==> config.mk <==
export PLATFORM = sky130hd
export DESIGN_NAME = pmic_power_up_sequencer
export DESIGN_NICKNAME = d
export VERILOG_FILES = /design/src/rtl/power_seq_pkg.sv /design/src/rtl/timer_if.sv /design/src/rtl/down_timer.sv /design/src/rtl/pmic_power_up_sequencer.sv
export SDC_FILE = /design/constraint.sdc
export NUM_CORES = 1
export LEC_CHECK = 0
export BUFFER_PORTS_ARGS = -buffer_cell sky130_fd_sc_hd__buf_2
export CELL_PAD_IN_SITES_DETAIL_PLACEMENT = 0
export CELL_PAD_IN_SITES_GLOBAL_PLACEMENT = 1
export CORE_MARGIN = 5
export CORE_UTILIZATION = 45
export CTS_CLUSTER_SIZE = 40
export DETAILED_ROUTE_END_ITERATION = 8
export GPL_TIMING_DRIVEN = 0
export HOLD_SLACK_MARGIN = 0.08
export PLACE_DENSITY_LB_ADDON = 0.1
export SYNTH_ARGS = -nofsm -noshare
export SYNTH_HDL_FRONTEND = slang
export SYNTH_SLANG_ARGS = --single-unit
==> constraint.sdc <==
create_clock -name clk_in -period 11.5 [get_ports clk_in]
set_input_delay 2.3 -clock clk_in [delete_from_list [all_inputs] [get_ports clk_in]]
set_output_delay 2.3 -clock clk_in [all_outputs]
set_load 0.01 [all_outputs]
==> src/rtl/power_seq_pkg.sv <==
// power_seq_pkg: constants shared by the power-up sequencer files
// assumes a single 100 MHz clock; all times are rounded to whole cycles here
package power_seq_pkg;

	// ***************************************************************
	// clock and timing
	// ***************************************************************
	localparam int unsigned CLK_PERIOD_NS = 10; // 100 MHz core clock
	localparam int unsigned TICK_TIME_NS = 1000000; // one millisecond time base
	localparam int unsigned TICK_CYC_DEF = TICK_TIME_NS / CLK_PERIOD_NS; // cycles per ms tick
	localparam int unsigned MGMT_READY_NS = 40000; // management bus ready time, longest
	localparam logic [11:0] MGMT_CYC = 12'(MGMT_READY_NS / CLK_PERIOD_NS); // rounds down
	localparam logic [11:0] MGMT_ZERO = 12'h000; // ready counter reset value
	localparam logic [7:0] MARGIN_MS = 8'h05; // fixed timeout margin, 5 ms

	// ***************************************************************
	// soft-start codes, in ms
	// ***************************************************************
	localparam logic [3:0] SS0_MS = 4'h1; // soft-start code 0
	localparam logic [3:0] SS1_MS = 4'h2; // soft-start code 1
	localparam logic [3:0] SS2_MS = 4'h4; // soft-start code 2
	localparam logic [3:0] SS3_MS = 4'h8; // soft-start code 3

	// ***************************************************************
	// register addresses and fields seen on the write port
	// ***************************************************************
	localparam logic [7:0] ADDR_STATUS = 8'h08; // status register
	localparam logic [7:0] STAT_RESET = 8'h00; // status value after reset
	localparam logic [7:0] STAT_DONE_MASK = 8'h2c; // bits 5,3,2 set on power-up done
	localparam logic [7:0] ADDR_HOST_LO = 8'h15; // first secured host register
	localparam logic [7:0] ADDR_MODE = 8'h2f; // operating-mode register, last secured host reg
	localparam int unsigned MODE_BIT = 2; // operating-mode bit position
	localparam logic [7:0] ADDR_VRCTL = 8'h32; // regulator enable control register
	localparam int unsigned VREN_BIT = 7; // regulator enable bit position
	localparam logic [7:0] VRCTL_OPEN = 8'h40; // only bit 6 stays writable when locked
	localparam logic [7:0] ADDR_VEND_LO = 8'h40; // first secured vendor register
	localparam logic [7:0] ADDR_VEND_HI = 8'h6f; // last secured vendor register
	localparam logic [7:0] MASK_ALL = 8'hff; // every bit writable
	localparam logic [7:0] MASK_NONE = 8'h00; // nothing writable

	// ***************************************************************
	// timer
	// ***************************************************************
	localparam int unsigned TMR_W = 20; // timer width, holds one ms in cycles
	localparam logic [TMR_W-1:0] TMR_ZERO = '0; // timer idle value
	localparam logic [TMR_W-1:0] TMR_ONE = 20'h00001; // timer decrement

endpackage

==> src/rtl/timer_if.sv <==
// timer_if: load/step/expire bundle between the sequencer and its timers
// assumes both ends run on the same clock
`timescale 1ns/1ps
`default_nettype none
interface timer_if;
	import power_seq_pkg::*;
	logic load; // load a new count
	logic [TMR_W-1:0] load_val; // count to load
	logic step; // count one unit this cycle
	logic expire; // pulse on the last unit
	logic busy; // count is non-zero
	modport timer (input load, input load_val, input step, output expire, output busy);
	modport user (output load, output load_val, output step, input expire, input busy);
endinterface
`default_nettype wire

==> src/rtl/down_timer.sv <==
// down_timer: loadable down counter that pulses expire on its last step
// assumes load and step come from logic on clk_in
`timescale 1ns/1ps
`default_nettype none
module down_timer
	import power_seq_pkg::*;
(
	input wire logic clk_in, // core clock
	input wire logic rst_b_in, // synchronous reset, active low
	timer_if.timer tmr // control and status bundle
);

	// ***************************************************************
	// counter
	// ***************************************************************
	logic [TMR_W-1:0] count; // remaining units
	logic [TMR_W-1:0] next_count; // next remaining units

	// load wins over stepping so a reload on expiry loses no cycle
	always_comb begin
		next_count = count;
		if (tmr.load) begin
			next_count = tmr.load_val;
		end else if (tmr.step && (count != TMR_ZERO)) begin
			next_count = count - TMR_ONE;
		end
	end

	// register only
	always_ff @(posedge clk_in) begin
		if (!rst_b_in) begin
			count <= TMR_ZERO;
		end else begin
			count <= next_count;
		end
	end

	assign tmr.busy = (count != TMR_ZERO);
	assign tmr.expire = tmr.step && (count == TMR_ONE);

endmodule
`default_nettype wire

==> src/rtl/pmic_power_up_sequencer.sv <==
// pmic_power_up_sequencer: power-up control of a memory-module power manager
// assumes rst_b_in is asserted only when the main input supply is removed,
// and the bus front end presents decoded writes on the clock
//
// Overview of operation
// - no action until main supply is valid
// - valid supply: power-ok low, aux LDOs on
// - bus ready after management time; host waits
// - enable pin high starts rails, no command
// - pin, 0x32 bit 7 or DEVCTRL enable
// - enable request first checks supply valid
// - load settings, run steps 0..2, start rails
// - done: set status bits, release power-ok
// - may NACK from enable until timeout
// - timeout: sum of softstart+delay plus margin
// - delay starts after longest soft-start in step
// - programmable mode: host writes never masked
// - secure mode after enable: block listed writes
// - secure lock cleared only by power cycle
// - mode resets 0; writes open before enable
`timescale 1ns/1ps
`default_nettype none
module pmic_power_up_sequencer
	import power_seq_pkg::*;
#(
	parameter int unsigned TICK_CYC = TICK_CYC_DEF // cycles per ms tick
)(
	input wire logic clk_in, // 100 MHz core clock
	input wire logic rst_b_in, // power-cycle reset, active low
	input wire logic main_input_supply_ok_in, // supply at or above 4.25 V, async
	input wire logic regulator_enable_pin_in, // enable pin, async
	input wire logic devctrl_enable_in, // bus enable common command, pulse
	input wire logic wr_valid_in, // host register write request
	input wire logic [7:0] wr_addr_in, // write address
	input wire logic [7:0] wr_data_in, // write data
	input wire logic [2:0][2:0] step_rails_in, // per step: rails c,b,a used
	input wire logic [2:0][1:0] softstart_code_in, // per rail soft-start code
	input wire logic [2:0][3:0] step_delay_ms_in, // per step delay, ms
	output logic power_ok_output_out, // pin level when driven, always low
	output logic power_ok_output_oe_out, // high while pulling the pin low
	output logic aux_ldo_high_en_out, // 1.8 V auxiliary output enable
	output logic aux_ldo_low_en_out, // 1.0 V auxiliary output enable
	output logic [2:0] buck_rail_en_out, // rails c,b,a enables
	output logic load_settings_out, // pulse: copy vendor settings inward
	output logic bus_ready_out, // management bus operational
	output logic bus_nack_out, // refuse bus requests now
	output logic wr_ack_out, // write taken this cycle
	output logic [7:0] wr_bit_mask_out, // bits the taken write may change
	output logic mode_secure_out, // operating-mode bit, 1 = secure
	output logic [7:0] status_out // status register image
);

	// ***************************************************************
	// input synchronisers
	// ***************************************************************
	logic supply_meta; // first stage, read only by supply_s
	logic supply_s; // synchronised supply valid
	logic pin_meta; // first stage, read only by pin_s
	logic pin_s; // synchronised enable pin

	// two flops on each pin input
	always_ff @(posedge clk_in) begin
		if (!rst_b_in) begin
			supply_meta <= 1'b0;
			supply_s <= 1'b0;
			pin_meta <= 1'b0;
			pin_s <= 1'b0;
		end else begin
			supply_meta <= main_input_supply_ok_in;
			supply_s <= supply_meta;
			pin_meta <= regulator_enable_pin_in;
			pin_s <= pin_meta;
		end
	end

	// ***************************************************************
	// timers: ms tick divider, step timer, power-up timeout
	// ***************************************************************
	timer_if div_if(); // ms tick divider
	timer_if step_if(); // soft-start and delay timer
	timer_if tmo_if(); // power-up timeout
	logic ms_tick; // one-cycle pulse per ms

	down_timer u_div (.clk_in(clk_in), .rst_b_in(rst_b_in), .tmr(div_if.timer));
	down_timer u_step (.clk_in(clk_in), .rst_b_in(rst_b_in), .tmr(step_if.timer));
	down_timer u_tmo (.clk_in(clk_in), .rst_b_in(rst_b_in), .tmr(tmo_if.timer));

	// free-running divider reloads itself on expiry
	assign div_if.load = div_if.expire || !div_if.busy;
	assign div_if.load_val = TMR_W'(TICK_CYC);
	assign div_if.step = 1'b1;
	assign ms_tick = div_if.expire;
	assign step_if.step = ms_tick;
	assign tmo_if.step = ms_tick;

	// ***************************************************************
	// per-step soft-start maximum and timeout sum
	// ***************************************************************
	logic [2:0][3:0] step_ss; // longest soft-start of each step, ms
	logic [7:0] tmo_sum; // total timeout, ms

	function automatic logic [3:0] ss_ms(input logic [1:0] code);
		unique case (code)
			2'h0: return SS0_MS;
			2'h1: return SS1_MS;
			2'h2: return SS2_MS;
			2'h3: return SS3_MS;
		endcase
	endfunction

	// the delay waits for the slowest rail of the step
	always_comb begin
		tmo_sum = MARGIN_MS;
		for (int s = 0; s < 3; s++) begin
			step_ss[s] = 4'h0;
			for (int r = 0; r < 3; r++) begin
				if (step_rails_in[s][r] && (ss_ms(softstart_code_in[r]) > step_ss[s])) begin
					step_ss[s] = ss_ms(softstart_code_in[r]);
				end
			end
			if (step_rails_in[s] != 3'h0) begin
				tmo_sum = tmo_sum + {4'h0, step_ss[s]} + {4'h0, step_delay_ms_in[s]};
			end
		end
	end

	// ***************************************************************
	// management ready counter
	// ***************************************************************
	logic [11:0] ready_cnt; // cycles since supply became valid
	logic [11:0] next_ready_cnt; // next count
	logic supply_up; // supply seen valid, sticky

	// saturates at the ready time
	always_comb begin
		next_ready_cnt = ready_cnt;
		if (supply_up && (ready_cnt != MGMT_CYC)) begin
			next_ready_cnt = ready_cnt + 12'h001;
		end
	end

	always_ff @(posedge clk_in) begin
		if (!rst_b_in) begin
			ready_cnt <= MGMT_ZERO;
		end else begin
			ready_cnt <= next_ready_cnt;
		end
	end

	assign bus_ready_out = (ready_cnt == MGMT_CYC);

	// ***************************************************************
	// sequencer state machine
	// ***************************************************************
	typedef enum logic [2:0] {S_OFF, S_IDLE, S_CHECK, S_LOAD, S_STEP, S_SOFT, S_DELAY, S_DONE} seq_state_e;
	seq_state_e state, next_state; // sequencer state
	logic [1:0] step_idx, next_step_idx; // current config step
	logic [2:0] rails, next_rails; // rail enables
	logic pg_oe, next_pg_oe; // power-ok pulled low
	logic ldo_on, next_ldo_on; // aux LDOs on
	logic load_p, next_load_p; // settings load pulse
	logic [7:0] status, next_status; // status image
	logic enable_seen, next_enable_seen; // enable request registered
	logic mode_sec, next_mode_sec; // operating-mode bit
	logic en_req; // any enable request this cycle
	logic bus_en; // enable written over the bus
	logic mode_wr; // mode bit written this cycle
	logic locked; // secure protection active

	assign supply_up = (state != S_OFF);
	assign locked = mode_sec && enable_seen;
	assign bus_nack_out = enable_seen && (state != S_DONE) && tmo_if.busy;
	assign wr_ack_out = wr_valid_in && bus_ready_out && !bus_nack_out;

	// write protection mask; open before enable and in programmable mode
	always_comb begin
		wr_bit_mask_out = MASK_ALL;
		if (locked) begin
			if ((wr_addr_in >= ADDR_HOST_LO) && (wr_addr_in <= ADDR_MODE)) begin
				wr_bit_mask_out = MASK_NONE;
			end else if ((wr_addr_in >= ADDR_VEND_LO) && (wr_addr_in <= ADDR_VEND_HI)) begin
				wr_bit_mask_out = MASK_NONE;
			end else if (wr_addr_in == ADDR_VRCTL) begin
				wr_bit_mask_out = VRCTL_OPEN;
			end
		end
	end

	assign bus_en = wr_ack_out && (wr_addr_in == ADDR_VRCTL) && wr_bit_mask_out[VREN_BIT] && wr_data_in[VREN_BIT];
	assign mode_wr = wr_ack_out && (wr_addr_in == ADDR_MODE) && wr_bit_mask_out[MODE_BIT];
	// level pin is safe because the host never drops it during the ramp
	assign en_req = pin_s || devctrl_enable_in || bus_en;

	// mode bit and the enable record; only the power-cycle reset clears the record, an unlocked write may clear the mode bit
	always_comb begin
		next_mode_sec = mode_sec;
		next_enable_seen = enable_seen;
		if (mode_wr) begin
			next_mode_sec = wr_data_in[MODE_BIT];
		end
		if ((state == S_IDLE) && en_req) begin
			next_enable_seen = 1'b1;
		end
	end

	always_ff @(posedge clk_in) begin
		if (!rst_b_in) begin
			mode_sec <= 1'b0;
			enable_seen <= 1'b0;
		end else begin
			mode_sec <= next_mode_sec;
			enable_seen <= next_enable_seen;
		end
	end

	// sequence: supply check, settings load, three steps, release
	always_comb begin
		next_state = state;
		next_step_idx = step_idx;
		next_rails = rails;
		next_pg_oe = pg_oe;
		next_ldo_on = ldo_on;
		next_load_p = 1'b0;
		next_status = status;
		step_if.load = 1'b0;
		step_if.load_val = TMR_ZERO;
		tmo_if.load = 1'b0;
		tmo_if.load_val = {{(TMR_W-8){1'b0}}, tmo_sum};
		unique case (state)
			S_OFF: begin
				if (supply_s) begin
					next_pg_oe = 1'b1;
					next_ldo_on = 1'b1;
					next_state = S_IDLE;
				end
			end
			S_IDLE: begin
				if (en_req) begin
					tmo_if.load = 1'b1;
					next_state = S_CHECK;
				end
			end
			S_CHECK: begin
				if (supply_s) begin
					next_load_p = 1'b1;
					next_step_idx = 2'h0;
					next_state = S_LOAD;
				end
			end
			S_LOAD: begin
				next_state = S_STEP;
			end
			S_STEP: begin
				if (step_rails_in[step_idx] == 3'h0) begin
					// empty step is skipped and adds nothing to the timeout
					next_state = (step_idx == 2'h2) ? S_DONE : S_STEP;
					next_step_idx = step_idx + 2'h1;
				end else begin
					next_rails = rails | step_rails_in[step_idx];
					step_if.load = 1'b1;
					step_if.load_val = {{(TMR_W-4){1'b0}}, step_ss[step_idx]};
					next_state = S_SOFT;
				end
			end
			S_SOFT: begin
				if (step_if.expire) begin
					if (step_delay_ms_in[step_idx] != 4'h0) begin
						step_if.load = 1'b1;
						step_if.load_val = {{(TMR_W-4){1'b0}}, step_delay_ms_in[step_idx]};
						next_state = S_DELAY;
					end else begin
						next_state = (step_idx == 2'h2) ? S_DONE : S_STEP;
						next_step_idx = step_idx + 2'h1;
					end
				end
			end
			S_DELAY: begin
				if (step_if.expire) begin
					next_state = (step_idx == 2'h2) ? S_DONE : S_STEP;
					next_step_idx = step_idx + 2'h1;
				end
			end
			S_DONE: begin
				next_status = status | STAT_DONE_MASK;
				next_pg_oe = 1'b0;
			end
		endcase
		if ((next_state == S_DONE) && (state != S_DONE)) begin
			// release and status land on the same edge
			next_status = status | STAT_DONE_MASK;
			next_pg_oe = 1'b0;
		end
	end

	always_ff @(posedge clk_in) begin
		if (!rst_b_in) begin
			state <= S_OFF;
			step_idx <= 2'h0;
			rails <= 3'h0;
			pg_oe <= 1'b0;
			ldo_on <= 1'b0;
			load_p <= 1'b0;
			status <= STAT_RESET;
		end else begin
			state <= next_state;
			step_idx <= next_step_idx;
			rails <= next_rails;
			pg_oe <= next_pg_oe;
			ldo_on <= next_ldo_on;
			load_p <= next_load_p;
			status <= next_status;
		end
	end

	assign power_ok_output_out = 1'b0;
	assign power_ok_output_oe_out = pg_oe;
	assign aux_ldo_high_en_out = ldo_on;
	assign aux_ldo_low_en_out = ldo_on;
	assign buck_rail_en_out = rails;
	assign load_settings_out = load_p;
	assign mode_secure_out = mode_sec;
	assign status_out = status;

	// ***************************************************************
	// assertions
	// ***************************************************************
	property p_quiet_off;
		@(posedge clk_in) disable iff (!rst_b_in) (state == S_OFF) |-> (!power_ok_output_oe_out && !aux_ldo_high_en_out && buck_rail_en_out == 3'h0);
	endproperty
	a_quiet_off: assert property (p_quiet_off) else $error("activity before supply valid");

	property p_supply_up;
		@(posedge clk_in) disable iff (!rst_b_in) (state == S_OFF && supply_s) |=> (power_ok_output_oe_out && aux_ldo_high_en_out && aux_ldo_low_en_out);
	endproperty
	a_supply_up: assert property (p_supply_up) else $error("power-ok or LDOs missing after supply valid");

	property p_bus_ready;
		@(posedge clk_in) disable iff (!rst_b_in) $rose(bus_ready_out) |-> ($past(ready_cnt) == MGMT_CYC - 12'h001) && !$past(wr_ack_out);
	endproperty
	a_bus_ready: assert property (p_bus_ready) else $error("bus ready at wrong time");

	property p_pin_start;
		@(posedge clk_in) disable iff (!rst_b_in) (state == S_IDLE && pin_s) |=> (state == S_CHECK && enable_seen);
	endproperty
	a_pin_start: assert property (p_pin_start) else $error("enable pin not taken");

	property p_bus_enable;
		@(posedge clk_in) disable iff (!rst_b_in) (state == S_IDLE && wr_ack_out && wr_addr_in == ADDR_VRCTL && wr_data_in[VREN_BIT]) |=> enable_seen ##1 load_settings_out || state == S_CHECK;
	endproperty
	a_bus_enable: assert property (p_bus_enable) else $error("bus enable not taken");

	property p_check_supply;
		@(posedge clk_in) disable iff (!rst_b_in) (state == S_CHECK && !supply_s) |=> (state == S_CHECK && !load_settings_out);
	endproperty
	a_check_supply: assert property (p_check_supply) else $error("sequence ran without valid supply");

	property p_done;
		@(posedge clk_in) disable iff (!rst_b_in) $rose(state == S_DONE) |-> !power_ok_output_oe_out && ((status_out & STAT_DONE_MASK) == STAT_DONE_MASK) && $past(power_ok_output_oe_out);
	endproperty
	a_done: assert property (p_done) else $error("completion not reported");

	property p_softstart_max;
		@(posedge clk_in) disable iff (!rst_b_in) (state == S_STEP && step_rails_in[step_idx] != 3'h0) |=> (state == S_SOFT) && (u_step.count == {{(TMR_W-4){1'b0}}, $past(step_ss[step_idx])});
	endproperty
	a_softstart_max: assert property (p_softstart_max) else $error("step timer not loaded with longest soft-start");

	property p_secure_block;
		@(posedge clk_in) disable iff (!rst_b_in) (locked && wr_valid_in && wr_addr_in >= ADDR_HOST_LO && wr_addr_in <= ADDR_MODE) |-> (wr_bit_mask_out == MASK_NONE);
	endproperty
	a_secure_block: assert property (p_secure_block) else $error("secured register writable");

	property p_open_before;
		@(posedge clk_in) disable iff (!rst_b_in) (!enable_seen || !mode_secure_out) |-> (wr_bit_mask_out == MASK_ALL);
	endproperty
	a_open_before: assert property (p_open_before) else $error("write blocked while unlocked");

	property p_open_drain;
		@(posedge clk_in) disable iff (!rst_b_in) !power_ok_output_out;
	endproperty
	a_open_drain: assert property (p_open_drain) else $error("power-ok driven high");

	c_done: cover property (@(posedge clk_in) disable iff (!rst_b_in) $rose(state == S_DONE));
	c_secure: cover property (@(posedge clk_in) disable iff (!rst_b_in) locked && wr_ack_out && wr_bit_mask_out == MASK_NONE);
	c_bus_en: cover property (@(posedge clk_in) disable iff (!rst_b_in) state == S_IDLE && bus_en);
	c_nack: cover property (@(posedge clk_in) disable iff (!rst_b_in) bus_nack_out && wr_valid_in);

endmodule
`default_nettype wire

==> flow_summary.toml <==
[sta]
final.min_clock_period_ns = 9.314
max_freq_ghz = 0.1074
tightest_slew_ns = 1.059
min_period_over_period = 0.8099
hold_violations = 0
skew_ns = 0.009911
finalSetupViolCount = 0
rsz0062_at_grt = "false"
final.setup.tns_ns = 0
slew_headroom = 0.2887
drv_slew = 0

[power_and_ir_drop]
ir_drop_uv = 101.3
powerDensity_mw_per_mm2 = 171.5
total_power_uw = 1293
cellLeakagePower_uw = 0.003246

[setup_path]
r2r_start = "u_div.count[9]$_SDFFE_PN0P_"
arrival_ns = 9.57
worstSetupPathType = "input port to flop"
worst_ep_required_time_ns = 11.75
cp_common_cell = "ha_1"
cp-start-kind = "input port"
crit_path_max_incr_delay_ns = 0.52
cp_max_fo = 10
cp-end-kind = "flop"
cpMaxStageDelayCell = "fa_1"
r2r_cells = 8
r2r-end = "u_tmo.count[13]$_SDFFE_PP0P_"
rrSetupSlack_ns = 8.43

[synth]
ys_seq_area_frac = 0.2686
synth-main-ff-cell = "dfxtp_1"
yosys.area.top_type = "dfxtp_1"
synth_top_area_share = 0.2686
yosys.cell_types.count = 62
synth.most_common_cell = "nor2_1"
netlist_area_mm2 = 0.006708
syn_inst = 835
synth_warnings = 0
syn_avg_cell_area_um2 = 8.033
synthTopCellsByCount = "103 x nor2_1, 90 x dfxtp_1, 62 x nand2_1"
synth_area_leaders = "dfxtp_1 27%, ha_1 8.8%, nor2_1 5.8%"
synthArstFlopShare = 0
synth_edf_count = 0
ys_ff_latch = 90

[clock_network]
cts_resized = 0
cts_max_level = 3
clockBufferDepth = 2
cts_tree = "yes"
cts_sinks = 90
cts_root_buf = "clkbuf_16"
ctsHoldBuffers = 0
cts_inserted_buffers = 9
clk_pin_slew_ns = 0.07
clock_latency_ns = 0.34
cts_setup_buffers = 0

[global_route]
grt_pass1_vias = 5949
antenna_found_initial = 0
grt_start_max_net_pins = 14
grt_pass1_wl_um = 28420
overflow = 0
track_usage = 0.1915

[min_path]
whs_path_depth = 1
hold_end = "pin_s$_SDFF_PN0_"
hp-class = "flop to flop"
hold_start = "pin_meta$_SDFF_PN0_"

[layout]
n_antenna_cell = 0
fin_nets = 1020
drive_gt1_frac = 0.1232
n_fill_cell = 1405
syn_to_final_growth_pct = 12.39

[route]
drt_iter0_drc = 306
vias = 6014
ant_nets = 0
route.detailed.wl_per_inst_um = 15.26
drc_errors = 0
firstDrtPassIters = 5
via_per_inst = 5.462
wirelength_um = 16800

[die]
rows = 44
dieWidth_um = 132.1
die_area_mm2 = 0.01745
start_util = 0.4598
die_h_um = 132.1
pin_count = 77
coreArea_mm2 = 0.01459

[job]
maxCapViolCount = 0

[status]
status = "complete, no violations"

[placed_design]
dpl.hpwl_um = 13550
io_buffers = 62
gp_congestion = 0.8990
-- report_power, final --
part	switching (uW)	internal (uW)	total, uW
registers	41.4	351	392
clock network	116	156	272
logic	360	269	629
total	517	776	1290
-- cell type report --
type                       instances  area, um2  area share
multi-input combinational        663       4536      0.6017
buffer                            38      205.2     0.02722
tap                              184      230.2     0.03054
clock buffer                      12      256.5     0.03402
inverter                          49      183.9     0.02440
timing repair buffer              62      310.3     0.04116
clock inverter                     3      15.01    0.001992
sequential                        90       1802      0.2390
-- per-layer routing --
layer  part of all wire  up-vias  global-route usage
li1                   -     3095                   -
met2               0.48      115              0.3248
met5                  0        -                   0
met4              0.012        0             0.04800
met3              0.032       14             0.02786
met1               0.48     2790              0.2562
-- logic make-up (layout without fill, tap and decap cells) --
| group | Yosys count | count (layout) | share of synthesized area |
|---|---|---|---|
| and+or+nand+nor | 350 | 350 | 0.2708 |
| AOI/OAI and AO/OA | 149 | 149 | 0.1440 |
| DFF | 90 | 90 | 0.2686 |
| buffers and inverters | 87 | 164 | 0.05801 |
| xor gates and xnor gates | 72 | 72 | 0.09401 |
| adders and majority gates | 58 | 58 | 0.1205 |
| muxes | 28 | 28 | 0.04346 |
| other | 1 | 6 | 0.0005591 |
-- through the flow --
step / hold slack (ns) / cells / worst slack [ns] / util / instance area (um2)
2_1_floorplan: 0.4119 / 840 / 2.665 / - / 6726
3_3_place_gp: 0.4221 / 1086 / 2.058 / 0.4981 / 7267
3_5_place_dp: 0.4217 / 1086 / 1.865 / 0.4981 / 7267
4_1_cts: 0.4350 / 1101 / 2.202 / 0.5167 / 7538
5_1_grt: 0.4573 / 1101 / 1.484 / 0.5167 / 7538
6_report: 0.4311 / 1101 / 2.186 / 0.5167 / 7538
-- sequential cells by signal, indices dropped and copies added, names as in the netlist, 2 cells and up --
register and count:
buck_rail_en_out 3, u_div.count 20, ready_cnt 12, u_step.count 20, step_idx 2, u_tmo.count 20, state 3
-- cells in the final DEF, fill, tap and decap left out, types with 7 or more instances in the layout --
cell type	instances
a211oi_1	7
a21o_1	11
a21oi_1	42
and2_1	11
and3_1	14
buf_2	67
buf_4	15
clkbuf_1	19
clkbuf_16	9
dfxtp_1	90
fa_1	11
ha_1	47
inv_1	48
mux2_2	9
mux2i_1	19
nand2_1	62
nand2b_1	11
nand3_1	21
nand4_1	12
nor2_1	103
nor2b_1	18
nor3_1	26
nor4_1	15
o211ai_1	9
o21ai_0	31
or3_1	12
or4_1	11
xnor2_1	40
xor2_1	32
-- worst max path at each step --
stage	from	cells after the start	slack [ns]	endpoint
final	softstart_code_in[1]	33	2.19	u_tmo.count[4]$_SDFFE_PN0P_
after global routing	softstart_code_in[1]	33	1.48	u_tmo.count[4]$_SDFFE_PN0P_
after CTS	softstart_code_in[1]	30	2.20	u_tmo.count[7]$_SDFFE_PN0P_
after detailed placement	softstart_code_in[1]	30	1.87	u_tmo.count[7]$_SDFFE_PN0P_
after global placement	softstart_code_in[1]	30	2.06	u_tmo.count[7]$_SDFFE_PN0P_
after floorplan	softstart_code_in[1]	31	2.67	u_tmo.count[4]$_SDFFE_PN0P_
-- worst max-delay path: cells and delay by family --
kind,cells,cell delay (ns)
adder cells (fa/ha/maj),9,3.08
multiplexers,1,0.42
AND/OR/NAND/NOR,8,0.99
XOR/XNOR,2,0.32
AO/OA/AOI/OAI,9,2.00
buffers and inverters,4,0.45
(Power assumes the default switching activity.)
